--- config.mk ---
export PLATFORM = sky130hd
export DESIGN_NAME = adc_conversion_sequencer
export DESIGN_NICKNAME = d
export VERILOG_FILES = /design/src/verilog/adc_seq_pkg.sv /design/src/verilog/adc_conversion_sequencer.sv
export SDC_FILE = /design/constraint.sdc
export NUM_CORES = 1
export LEC_CHECK = 0
export BUFFER_PORTS_ARGS = -buffer_cell sky130_fd_sc_hd__buf_2
export CORE_MARGIN = 2
export CORE_UTILIZATION = 45
export CTS_BUF_LIST = sky130_fd_sc_hd__clkbuf_8
export DETAILED_ROUTE_END_ITERATION = 8
export GPL_ROUTABILITY_DRIVEN = 0
export GPL_TIMING_DRIVEN = 0
export PLACE_DENSITY_LB_ADDON = 0.12
export SLEW_MARGIN = 20
export SYNTH_ARGS = -nofsm -noshare
export SYNTH_HDL_FRONTEND = slang
export SYNTH_SLANG_ARGS = --single-unit
--- constraint.sdc ---
create_clock -name pclk -period 3.42 [get_ports pclk]
set_input_delay 0.513 -clock pclk [delete_from_list [all_inputs] [get_ports pclk]]
set_output_delay 0.513 -clock pclk [all_outputs]
set_load 0.05 [all_outputs]
--- src/verilog/adc_seq_pkg.sv ---
/*
  Constants, register map and types for the conversion sequencer.
  Assumes a 20 MHz pclk and a 32-bit APB register bus.
*/
package adc_seq_pkg;

  // Clocking and timing
  localparam int PCLK_PERIOD_NS = 50;
  localparam int TICK_DIV       = 15;
  localparam int TICK_NS        = TICK_DIV * PCLK_PERIOD_NS;
  localparam int SYNC_NS        = 30000;
  localparam int DLY_STEP_NS    = 40000;
  localparam int CAL_NS         = 100000;
  // Longest times round down, least times round up
  localparam int SYNC_TICKS     = SYNC_NS / TICK_NS;
  localparam int DLY_STEP_TICKS = (DLY_STEP_NS + TICK_NS - 1) / TICK_NS;
  localparam int CAL_TICKS      = (CAL_NS + TICK_NS - 1) / TICK_NS;

  // Widths
  localparam int CODE_W   = 10;
  localparam int CHAN_W   = 4;
  localparam int SLOTS    = 8;
  localparam int SLOT_W   = 3;
  localparam int DLY_W    = 4;
  localparam int CNT_W    = 10;
  localparam int ADDR_W   = 12;
  localparam int RES_REGS = 4;

  // Register byte offsets
  localparam logic [ADDR_W-1:0] CTRL_OFS    = 12'h000;
  localparam logic [ADDR_W-1:0] CHSEL_OFS   = 12'h004;
  localparam logic [ADDR_W-1:0] STATUS_OFS  = 12'h008;
  localparam logic [ADDR_W-1:0] MASK_OFS    = 12'h00c;
  localparam logic [ADDR_W-1:0] RESULT0_OFS = 12'h010;
  localparam logic [ADDR_W-1:0] RESULT1_OFS = 12'h014;
  localparam logic [ADDR_W-1:0] RESULT2_OFS = 12'h018;
  localparam logic [ADDR_W-1:0] RESULT3_OFS = 12'h01c;

  // Control register fields
  localparam int CTRL_ENABLE_BIT = 0;
  localparam int CTRL_START_BIT  = 1;
  localparam int CTRL_CONT_BIT   = 2;
  localparam int CTRL_HOLD_BIT   = 3;
  localparam int CTRL_STOP_LSB   = 4;
  localparam int CTRL_FIRST_LSB  = 8;
  localparam int CTRL_INTER_LSB  = 12;
  localparam int CTRL_POST_LSB   = 16;

  // Status and mask fields
  localparam int STAT_DONE_BIT = 0;
  localparam int STAT_BUSY_BIT = 1;
  localparam int STAT_CAL_BIT  = 2;
  localparam int MASK_DONE_BIT = 0;

  // Result packing: even slot low, odd slot high
  localparam int RES_HI_LSB = 16;

  // Channel whose code is bipolar
  localparam logic [CHAN_W-1:0] BATT_CURRENT_CH = 4'h1;

  typedef struct packed {
    logic [DLY_W-1:0]  post_seq_delay;
    logic [DLY_W-1:0]  inter_conv_delay;
    logic [DLY_W-1:0]  first_conv_delay;
    logic [SLOT_W-1:0] seq_stop_slot;
    logic              result_hold;
    logic              conv_continuous;
    logic              conv_enable;
  } ctrl_type;

  localparam ctrl_type CTRL_RESET = '0;

  typedef enum logic [2:0] {
    ST_IDLE = 3'b000,
    ST_SYNC = 3'b001,
    ST_FDLY = 3'b011,
    ST_CONV = 3'b010,
    ST_GAP  = 3'b110,
    ST_POST = 3'b111,
    ST_CAL  = 3'b100
  } seq_state_type;

endpackage : adc_seq_pkg

--- src/verilog/adc_conversion_sequencer.sv ---
/*
  Conversion sequencer for a 10-bit sixteen-channel converter, with APB registers.
  Assumes an analog core that converts on core_start and raises core_done
  asynchronously with core_code held stable until the next start.
*/
// Register access over APB and the register addresses are this design's own decisions.
// Notes on behaviour
// - Every conversion yields a 10-bit result code.
// - Sequencing runs from an internal 1.33 MHz tick, not the bus clock.
// - Sixteen channels, chosen by a four-bit channel number.
// - Over-range input gives the core full-scale code, passed on unaltered except the sign-bit flip on the battery current channel.
// - Sequence completion sets the done flag.
// - Mask bit keeps the done flag off the interrupt output.
// - Calibration runs after every power-up.
// - Enable low keeps the core powered down outside calibration, no conversions.
// - Start bit begins a sequence only while enabled.
// - First conversion waits sync time plus the first delay.
// - Inter-conversion delay sits between consecutive conversions.
// - Post-sequence delay applies only when looping continuously.
// - All delay fields reset to zero.
// - Delay equals code times 40 microseconds.
// - At most eight conversions per sequence.
// - Each slot converts its selected channel into its own result.
// - Sequence runs slot 0 through the stop slot inclusive.
// - Continuous bit loops the sequence repeatedly.
// - Continuous bit resets low.
// - Hold in continuous mode freezes the result registers.
// - Results appear in four result registers at sequence end.
// - Battery current code is two's complement.
module adc_conversion_sequencer
  import adc_seq_pkg::*;
(
  // APB
  input  wire logic              pclk,
  input  wire logic              presetn,
  input  wire logic              psel,
  input  wire logic              penable,
  input  wire logic              pwrite,
  input  wire logic [ADDR_W-1:0] paddr,
  input  wire logic [31:0]       pwdata,
  output logic      [31:0]       prdata,
  output logic                   pready,
  output logic                   pslverr,
  // Analog core
  output logic                   core_power_en,
  output logic                   core_cal,
  output logic                   core_start,
  output logic      [CHAN_W-1:0] core_channel,
  input  wire logic              core_done,
  input  wire logic [CODE_W-1:0] core_code,
  // Interrupt
  output logic                   irq
);

  function automatic logic reg_hit(input logic [ADDR_W-1:0] a, input logic [ADDR_W-1:0] ofs);
    reg_hit = (a == ofs);
  endfunction : reg_hit

  function automatic logic [CNT_W-1:0] dly_ticks(input logic [DLY_W-1:0] code);
    dly_ticks = CNT_W'(code * DLY_STEP_TICKS);
  endfunction : dly_ticks

  ctrl_type                  ctrl;
  logic [SLOTS*CHAN_W-1:0]   chsel;
  logic                      seq_done_flag;
  logic                      seq_done_mask;
  logic                      start_pending;
  seq_state_type             state;
  seq_state_type             next_state;
  logic [CNT_W-1:0]          cnt;
  logic [CNT_W-1:0]          next_cnt;
  logic [SLOT_W-1:0]         slot;
  logic [SLOT_W-1:0]         next_slot;
  localparam int TICK_CNT_W = $clog2(TICK_DIV);
  logic [TICK_CNT_W-1:0]     tick_cnt;
  logic                      tick;
  logic                      done_meta;
  logic                      done_sync;
  logic                      done_prev;
  logic [CODE_W-1:0]         code_meta;
  logic [CODE_W-1:0]         code_sync;
  logic                      conv_go;
  logic                      seq_end;
  logic                      accept;
  logic                      relatch;
  logic [CHAN_W-1:0]         shadow_sel [SLOTS];
  logic [SLOT_W-1:0]         shadow_stop;
  logic [DLY_W-1:0]          shadow_first;
  logic [DLY_W-1:0]          shadow_inter;
  logic [DLY_W-1:0]          shadow_post;
  logic [CODE_W-1:0]         work [SLOTS];
  logic [CODE_W-1:0]         result [SLOTS];
  logic [CODE_W-1:0]         merged [SLOTS];
  logic [CODE_W-1:0]         code_fixed;
  logic [31:0]               next_prdata;

  // Bus decode
  wire wr_en     = psel & penable & pwrite;
  wire rd_setup  = psel & ~penable & ~pwrite;
  wire addr_ok   = (paddr[ADDR_W-1:5] == '0) && (paddr[1:0] == 2'b00);
  wire wr_ctrl   = wr_en & reg_hit(paddr, CTRL_OFS);
  wire wr_chsel  = wr_en & reg_hit(paddr, CHSEL_OFS);
  wire wr_status = wr_en & reg_hit(paddr, STATUS_OFS);
  wire wr_mask   = wr_en & reg_hit(paddr, MASK_OFS);
  wire start_wr  = wr_ctrl & pwdata[CTRL_START_BIT] & pwdata[CTRL_ENABLE_BIT];
  wire done_edge = done_sync & ~done_prev;
  wire busy      = (state != ST_IDLE) && (state != ST_CAL);
  wire freeze    = ctrl.conv_continuous & ctrl.result_hold;

  // Zero-wait slave; pslverr only in the access phase of an unmapped address
  assign pready  = 1'b1;
  assign pslverr = psel & penable & ~addr_ok;
  assign irq     = seq_done_flag & ~seq_done_mask;

  // Internal converter rate, one pulse every TICK_DIV bus clocks
  assign tick = (tick_cnt == TICK_CNT_W'(TICK_DIV - 1));

  always_ff @(posedge pclk or negedge presetn) begin
    if (!presetn) begin
      tick_cnt <= '0;
    end else begin
      tick_cnt <= tick ? '0 : tick_cnt + 1'b1;
    end
  end

  // Core outputs are asynchronous to pclk; first stages feed only the second
  // The code is stable from core_done onwards, so it is settled when the edge is seen
  always_ff @(posedge pclk or negedge presetn) begin
    if (!presetn) begin
      done_meta <= 1'b0;
      done_sync <= 1'b0;
      done_prev <= 1'b0;
      code_meta <= '0;
      code_sync <= '0;
    end else begin
      done_meta <= core_done;
      done_sync <= done_meta;
      done_prev <= done_sync;
      code_meta <= core_code;
      code_sync <= code_meta;
    end
  end

  // Host-visible configuration
  always_ff @(posedge pclk or negedge presetn) begin
    if (!presetn) begin
      ctrl          <= CTRL_RESET;
      chsel         <= '0;
      seq_done_mask <= 1'b0;
    end else begin
      if (wr_ctrl) begin
        ctrl.conv_enable      <= pwdata[CTRL_ENABLE_BIT];
        ctrl.conv_continuous  <= pwdata[CTRL_CONT_BIT];
        ctrl.result_hold      <= pwdata[CTRL_HOLD_BIT];
        ctrl.seq_stop_slot    <= pwdata[CTRL_STOP_LSB +: SLOT_W];
        ctrl.first_conv_delay <= pwdata[CTRL_FIRST_LSB +: DLY_W];
        ctrl.inter_conv_delay <= pwdata[CTRL_INTER_LSB +: DLY_W];
        ctrl.post_seq_delay   <= pwdata[CTRL_POST_LSB +: DLY_W];
      end
      if (wr_chsel) begin
        chsel <= pwdata[SLOTS*CHAN_W-1:0];
      end
      if (wr_mask) begin
        seq_done_mask <= pwdata[MASK_DONE_BIT];
      end
    end
  end

  // Start request; a new write in the accepting cycle stays pending
  always_ff @(posedge pclk or negedge presetn) begin
    if (!presetn) begin
      start_pending <= 1'b0;
    end else if (start_wr) begin
      start_pending <= 1'b1;
    end else if (accept || !ctrl.conv_enable) begin
      start_pending <= 1'b0;
    end
  end

  // Done flag, write one to clear; a completing sequence beats the clear
  always_ff @(posedge pclk or negedge presetn) begin
    if (!presetn) begin
      seq_done_flag <= 1'b0;
    end else if (seq_end) begin
      seq_done_flag <= 1'b1;
    end else if (wr_status && pwdata[STAT_DONE_BIT]) begin
      seq_done_flag <= 1'b0;
    end
  end

  // Sequencer
  assign accept  = (state == ST_IDLE) && start_pending && ctrl.conv_enable;
  assign relatch = accept || (seq_end && ctrl.conv_continuous && ctrl.conv_enable);

  always_comb begin
    next_state = state;
    next_cnt   = cnt;
    next_slot  = slot;
    conv_go    = 1'b0;
    seq_end    = 1'b0;
    case (state)
      ST_CAL: begin
        if (tick) begin
          if (cnt == '0) begin
            next_state = ST_IDLE;
          end else begin
            next_cnt = cnt - 1'b1;
          end
        end
      end
      ST_IDLE: begin
        if (start_pending) begin
          next_state = ST_SYNC;
          next_cnt   = CNT_W'(SYNC_TICKS - 1); // Exit on the last tick keeps sync within its bound
          next_slot  = '0;
        end
      end
      ST_SYNC: begin
        if (tick) begin
          if (cnt == '0) begin
            next_state = ST_FDLY;
            next_cnt   = dly_ticks(shadow_first);
          end else begin
            next_cnt = cnt - 1'b1;
          end
        end
      end
      ST_FDLY, ST_GAP, ST_POST: begin
        if (tick) begin
          if (cnt == '0) begin
            next_state = ST_CONV;
            conv_go    = 1'b1;
          end else begin
            next_cnt = cnt - 1'b1;
          end
        end
      end
      ST_CONV: begin
        if (done_edge) begin
          if (slot == shadow_stop) begin
            seq_end   = 1'b1;
            next_slot = '0;
            if (ctrl.conv_continuous) begin
              next_state = ST_POST;
              next_cnt   = dly_ticks(shadow_post);
            end else begin
              next_state = ST_IDLE;
            end
          end else begin
            next_state = ST_GAP;
            next_slot  = slot + 1'b1;
            next_cnt   = dly_ticks(shadow_inter);
          end
        end
      end
      default: begin
        next_state = ST_IDLE;
      end
    endcase
    if (!ctrl.conv_enable && state != ST_CAL) begin
      next_state = ST_IDLE;
      conv_go    = 1'b0;
      seq_end    = 1'b0;
    end
  end

  always_ff @(posedge pclk or negedge presetn) begin
    if (!presetn) begin
      state <= ST_CAL;
      cnt   <= CNT_W'(CAL_TICKS);
      slot  <= '0;
    end else begin
      state <= next_state;
      cnt   <= next_cnt;
      slot  <= next_slot;
    end
  end

  // Core control outputs
  always_ff @(posedge pclk or negedge presetn) begin
    if (!presetn) begin
      core_start    <= 1'b0;
      core_channel  <= '0;
      core_power_en <= 1'b0;
      core_cal      <= 1'b0;
    end else begin
      core_start    <= conv_go;
      core_power_en <= ctrl.conv_enable | (next_state == ST_CAL);
      core_cal      <= (next_state == ST_CAL);
      if (conv_go) begin
        core_channel <= shadow_sel[next_slot];
      end
    end
  end

  // Bipolar channel arrives offset binary from the core; flip the sign bit
  // Over-range codes are whatever the calibrated core reports, not forced to max
  assign code_fixed = (core_channel == BATT_CURRENT_CH) ? {~code_sync[CODE_W-1], code_sync[CODE_W-2:0]}
                                                        : code_sync;

  genvar gi;
  generate
    for (gi = 0; gi < SLOTS; gi++) begin : g_slot
      assign merged[gi] = (SLOT_W'(gi) == slot) ? code_fixed : work[gi];

      always_ff @(posedge pclk or negedge presetn) begin
        if (!presetn) begin
          shadow_sel[gi] <= '0;
          work[gi]       <= '0;
          result[gi]     <= '0;
        end else begin
          if (relatch) begin
            shadow_sel[gi] <= chsel[gi*CHAN_W +: CHAN_W];
          end
          if (state == ST_CONV && done_edge && SLOT_W'(gi) == slot) begin
            work[gi] <= code_fixed;
          end
          if (seq_end && !freeze) begin
            result[gi] <= merged[gi];
          end
        end
      end
    end
  endgenerate

  always_ff @(posedge pclk or negedge presetn) begin
    if (!presetn) begin
      shadow_stop  <= '0;
      shadow_first <= '0;
      shadow_inter <= '0;
      shadow_post  <= '0;
    end else if (relatch) begin
      shadow_stop  <= ctrl.seq_stop_slot;
      shadow_first <= ctrl.first_conv_delay;
      shadow_inter <= ctrl.inter_conv_delay;
      shadow_post  <= ctrl.post_seq_delay;
    end
  end

  // Read data, captured in the setup phase
  wire [31:0] rd_ctrl   = {12'h000, ctrl.post_seq_delay, ctrl.inter_conv_delay, ctrl.first_conv_delay, 1'b0,
                           ctrl.seq_stop_slot, ctrl.result_hold, ctrl.conv_continuous, start_pending,
                           ctrl.conv_enable};
  wire [31:0] rd_status = {29'h0, state == ST_CAL, busy, seq_done_flag};
  wire [1:0]  res_idx   = paddr[3:2];
  wire [31:0] rd_result = {6'h00, result[{res_idx, 1'b1}], 6'h00, result[{res_idx, 1'b0}]};

  always_comb begin
    next_prdata = 32'h0000_0000;
    if (reg_hit(paddr, CTRL_OFS)) begin
      next_prdata = rd_ctrl;
    end else if (reg_hit(paddr, CHSEL_OFS)) begin
      next_prdata = chsel;
    end else if (reg_hit(paddr, STATUS_OFS)) begin
      next_prdata = rd_status;
    end else if (reg_hit(paddr, MASK_OFS)) begin
      next_prdata = {31'h0, seq_done_mask};
    end else if (addr_ok && paddr[4]) begin
      next_prdata = rd_result;
    end
  end

  always_ff @(posedge pclk or negedge presetn) begin
    if (!presetn) begin
      prdata <= 32'h0000_0000;
    end else if (rd_setup) begin
      prdata <= next_prdata;
    end
  end
endmodule : adc_conversion_sequencer

==> qor.yml <==
yosysUniqueCellTypes: 68
instances_no_fill: 2032
maximum_number_of_pins_on_one_net_before_global_route_repair: 96
num-fill-cells: 3209
slowest_stage: "sky130_fd_sc_hd__nor3_2"
floorplan.die.height_microns: 193
period_minus_slack_ps: 3160
tightest_slew_ps: 983
fin_setup_tns_ps: 0
fin_skew_ps: 31.2
design_power_total_w: 0.00839
syn-mean-instance-area_sq_um: 11.9
multiInputGateArea_sq_um: 7040
die_x_microns: 193
layout.cells.most_common_list: "338 x sky130_fd_sc_hd__dfrtp_1, 172 x sky130_fd_sc_hd__mux2_2, 157 x sky130_fd_sc_hd__nand2_1"
relative_area_change_from_synthesis_to_final_layout_pct: 15.4
netlist_instances: 1354
slew_headroom: 0.344
cp_slowest_stage_delay_ps: 660
insertion_delay_ps: 660
detail_route.wirelength_microns: 42900
design.die.area_sq_um: 37200
global_route.usage.met1: 0.313
gr-usage-all-layers: 0.242
synth_sequential_area_ratio: 0.533
number_of_buffers_inserted_by_post_cts_setup_repair: 0
dpl-instance-area_sq_um: 17200
max_clock_freq_mhz: 316
clock_tree_from_tritoncts: "built"
num_antenna_cells: 0
drv.max_cap_violation_count: 0
grt_setup_unrepaired: "false"
initial_core_util: 0.454
path_buf_inv: 2
synth_top_area_share: 0.527
std_cell_rows: 69
post-synth-top-area-cell: "sky130_fd_sc_hd__dfrtp_1"
total_congestion_overflow_after_global_routing: 0
maximum_root_to_sink_buffer_count: 3
most_common_cell_type_on_the_critical_path: "sky130_fd_sc_hd__clkbuf_1"
antenna_violating_nets_post_route: 0
worst_vdd_ir_uv: 369
fin_nets: 1640
drt_first_iter_violations: 620
gr-usage-met3: 0.0409
cts_num_sinks: 342
timing.critical_path.required_ps: 3900
global_route.usage.met2: 0.419
seqCellArea_sq_um: 8560
worst_setup_ep_type: "flop"
hpwl_microns: 30300
total_leakage_power_nw: 9.33
post-route-util: 0.524
detail_route.vias_per_cell: 5.45
synthArstFlopShare: 1.00
synth.yosys.warnings: 0
finalSetupViolations: 0
grt_busiest_layer: "met2"
main_flop_type_after_synthesis: "sky130_fd_sc_hd__dfrtp_1"
cells_traversed_along_the_worst_timing_path: "xor2_1 -> nor3_2 -> o211ai_1 -> a21o_1 -> clkbuf_1 -> clkbuf_1 -> nand2_1 -> o21ai_0"
post-route-cell-area_sq_um: 18500
first_pass_grt_wire_length_microns: 67200
cp_data_arrival_time_ps: 3640
mostFrequentLayoutCell: "sky130_fd_sc_hd__dfrtp_1"
fin_crit_sh: 0.924
synth.top_cells.by_area: "sky130_fd_sc_hd__dfrtp_1 53%, sky130_fd_sc_hd__mux2_2 12%, sky130_fd_sc_hd__mux2i_1 5.0%"
worst_setup_path_start_kind: "flop"
hold_class: "in2reg"
pin_count: 102
worst-path-max-fanout: 10
synthesized_nets: 1467
timing_max_transition_violations_final: 0
io_buffer_count: 98
drc: 0
clk_pin_slew_worst_paths_ps: 60
synth-seq-cells: 342
synth_enable_flop_cells: 0
routedWlPerCell_microns: 21.1
drt_pre_antenna_iters: 5
initial_antenna_violation_count: 0
run_status: "finished clean"
clk_root_buffer_cell: "sky130_fd_sc_hd__clkbuf_8"
cts.htree.levels: 2
cts_buffers: 58
grt_pass1_vias: 11400
core_area_sq_um: 35400
mappedNetlistArea_sq_um: 16100
timing.critical_path.max_delay_family: "simple AND/OR/NAND/NOR gates"
fraction_of_final_layout_cells_sized_beyond_drive_strength_1: 0.256
dr_total_vias: 11100
criticalPathCategory: "reg2reg"
dp.cells: 1916
powerDensity_nw_per_um2: 453
final_hold_viol_count: 0
## routing by layer
layer | vias to the layer above | share of wire
li1 | 5221 | -
met1 | 5585 | 0.43
met2 | 204 | 0.50
met3 | 59 | 0.038
met4 | 0 | 0.023
met5 | - | 0
## cell type report
cell class              count  area share
inverters                  25     0.00520
flip-flops and latches    342       0.462
clock buffers              71      0.0527
clock inverters            33      0.0117
plain buffers              84      0.0195
multi-input cells         903       0.380
repair buffers            113      0.0379
well taps                 461      0.0311
## per-stage QoR
stage	setup WS, ps	hold WS [ps]
after global routing	137	75.4
after CTS	291	68.0
final	258	108
after global placement	-4930	332
after detailed placement	211	335
after floorplan	705	217
## what timing repair did
action                                 in CTS  in global routing
hold buffers                               12                  0
gates resized for setup                     0                  0
endpoints found under the hold margin      93                  0
## power breakdown
group | internal, W | switching (W) | total [W] | leakage [nW]
sequential | 0.00411 | 0.0000458 | 0.00415 | 4.65
clock | 0.00209 | 0.00167 | 0.00375 | 0.705
combinational | 0.000120 | 0.000361 | 0.000481 | 3.98
## logic make-up (layout without fill, tap and decap cells)
group                    count (synthesis)  count (layout)  share of synthesized area
buffers and inverters                  109             326                     0.0285
AO/OA/AOI/OAI                          246             246                     0.0968
other                                    1               1                   0.000234
multiplexers                           272             272                      0.199
adder cells (fa/ha/maj)                 53              53                     0.0441
AND/OR/NAND/NOR                        314             314                     0.0893
XOR/XNOR                                17              17                    0.00927
flip-flops                             342             342                      0.533
## sequential cells by signal, indices dropped and copies added, names as in the netlist, 10 cells and up
name,flops
prdata,32
chsel,32
shadow_sel,32
cnt,10
code_sync,10
result,80
code_meta,10
work,80
ctrl,18
## final timing paths
check	start	depth (start not counted)	slack, ps	to
max in group asynchronous	presetn	3	1960	prdata[26]
min	pwdata[23]	2	110	chsel[23]
max reg2reg	slot[0]	8	260	result[8]
min in group asynchronous	presetn	2	480	code_meta[3]
min reg2reg	code_meta[6]	0	340	code_sync[6]
max	slot[0]	8	260	result[8]
## cells in the mapped netlist, types with 18 or more instances
cell type	instances
sky130_fd_sc_hd__clkbuf_1	60
sky130_fd_sc_hd__nor2_1	65
sky130_fd_sc_hd__o21ai_0	118
sky130_fd_sc_hd__a221oi_1	19
sky130_fd_sc_hd__a21oi_1	42
sky130_fd_sc_hd__nor3_1	18
sky130_fd_sc_hd__inv_1	24
sky130_fd_sc_hd__nand3_1	18
sky130_fd_sc_hd__mux2i_1	80
sky130_fd_sc_hd__mux2_2	172
sky130_fd_sc_hd__nand2_1	157
sky130_fd_sc_hd__mux4_2	20
sky130_fd_sc_hd__dfrtp_1	338
sky130_fd_sc_hd__ha_1	47
Power figures use the tool's default switching activity.
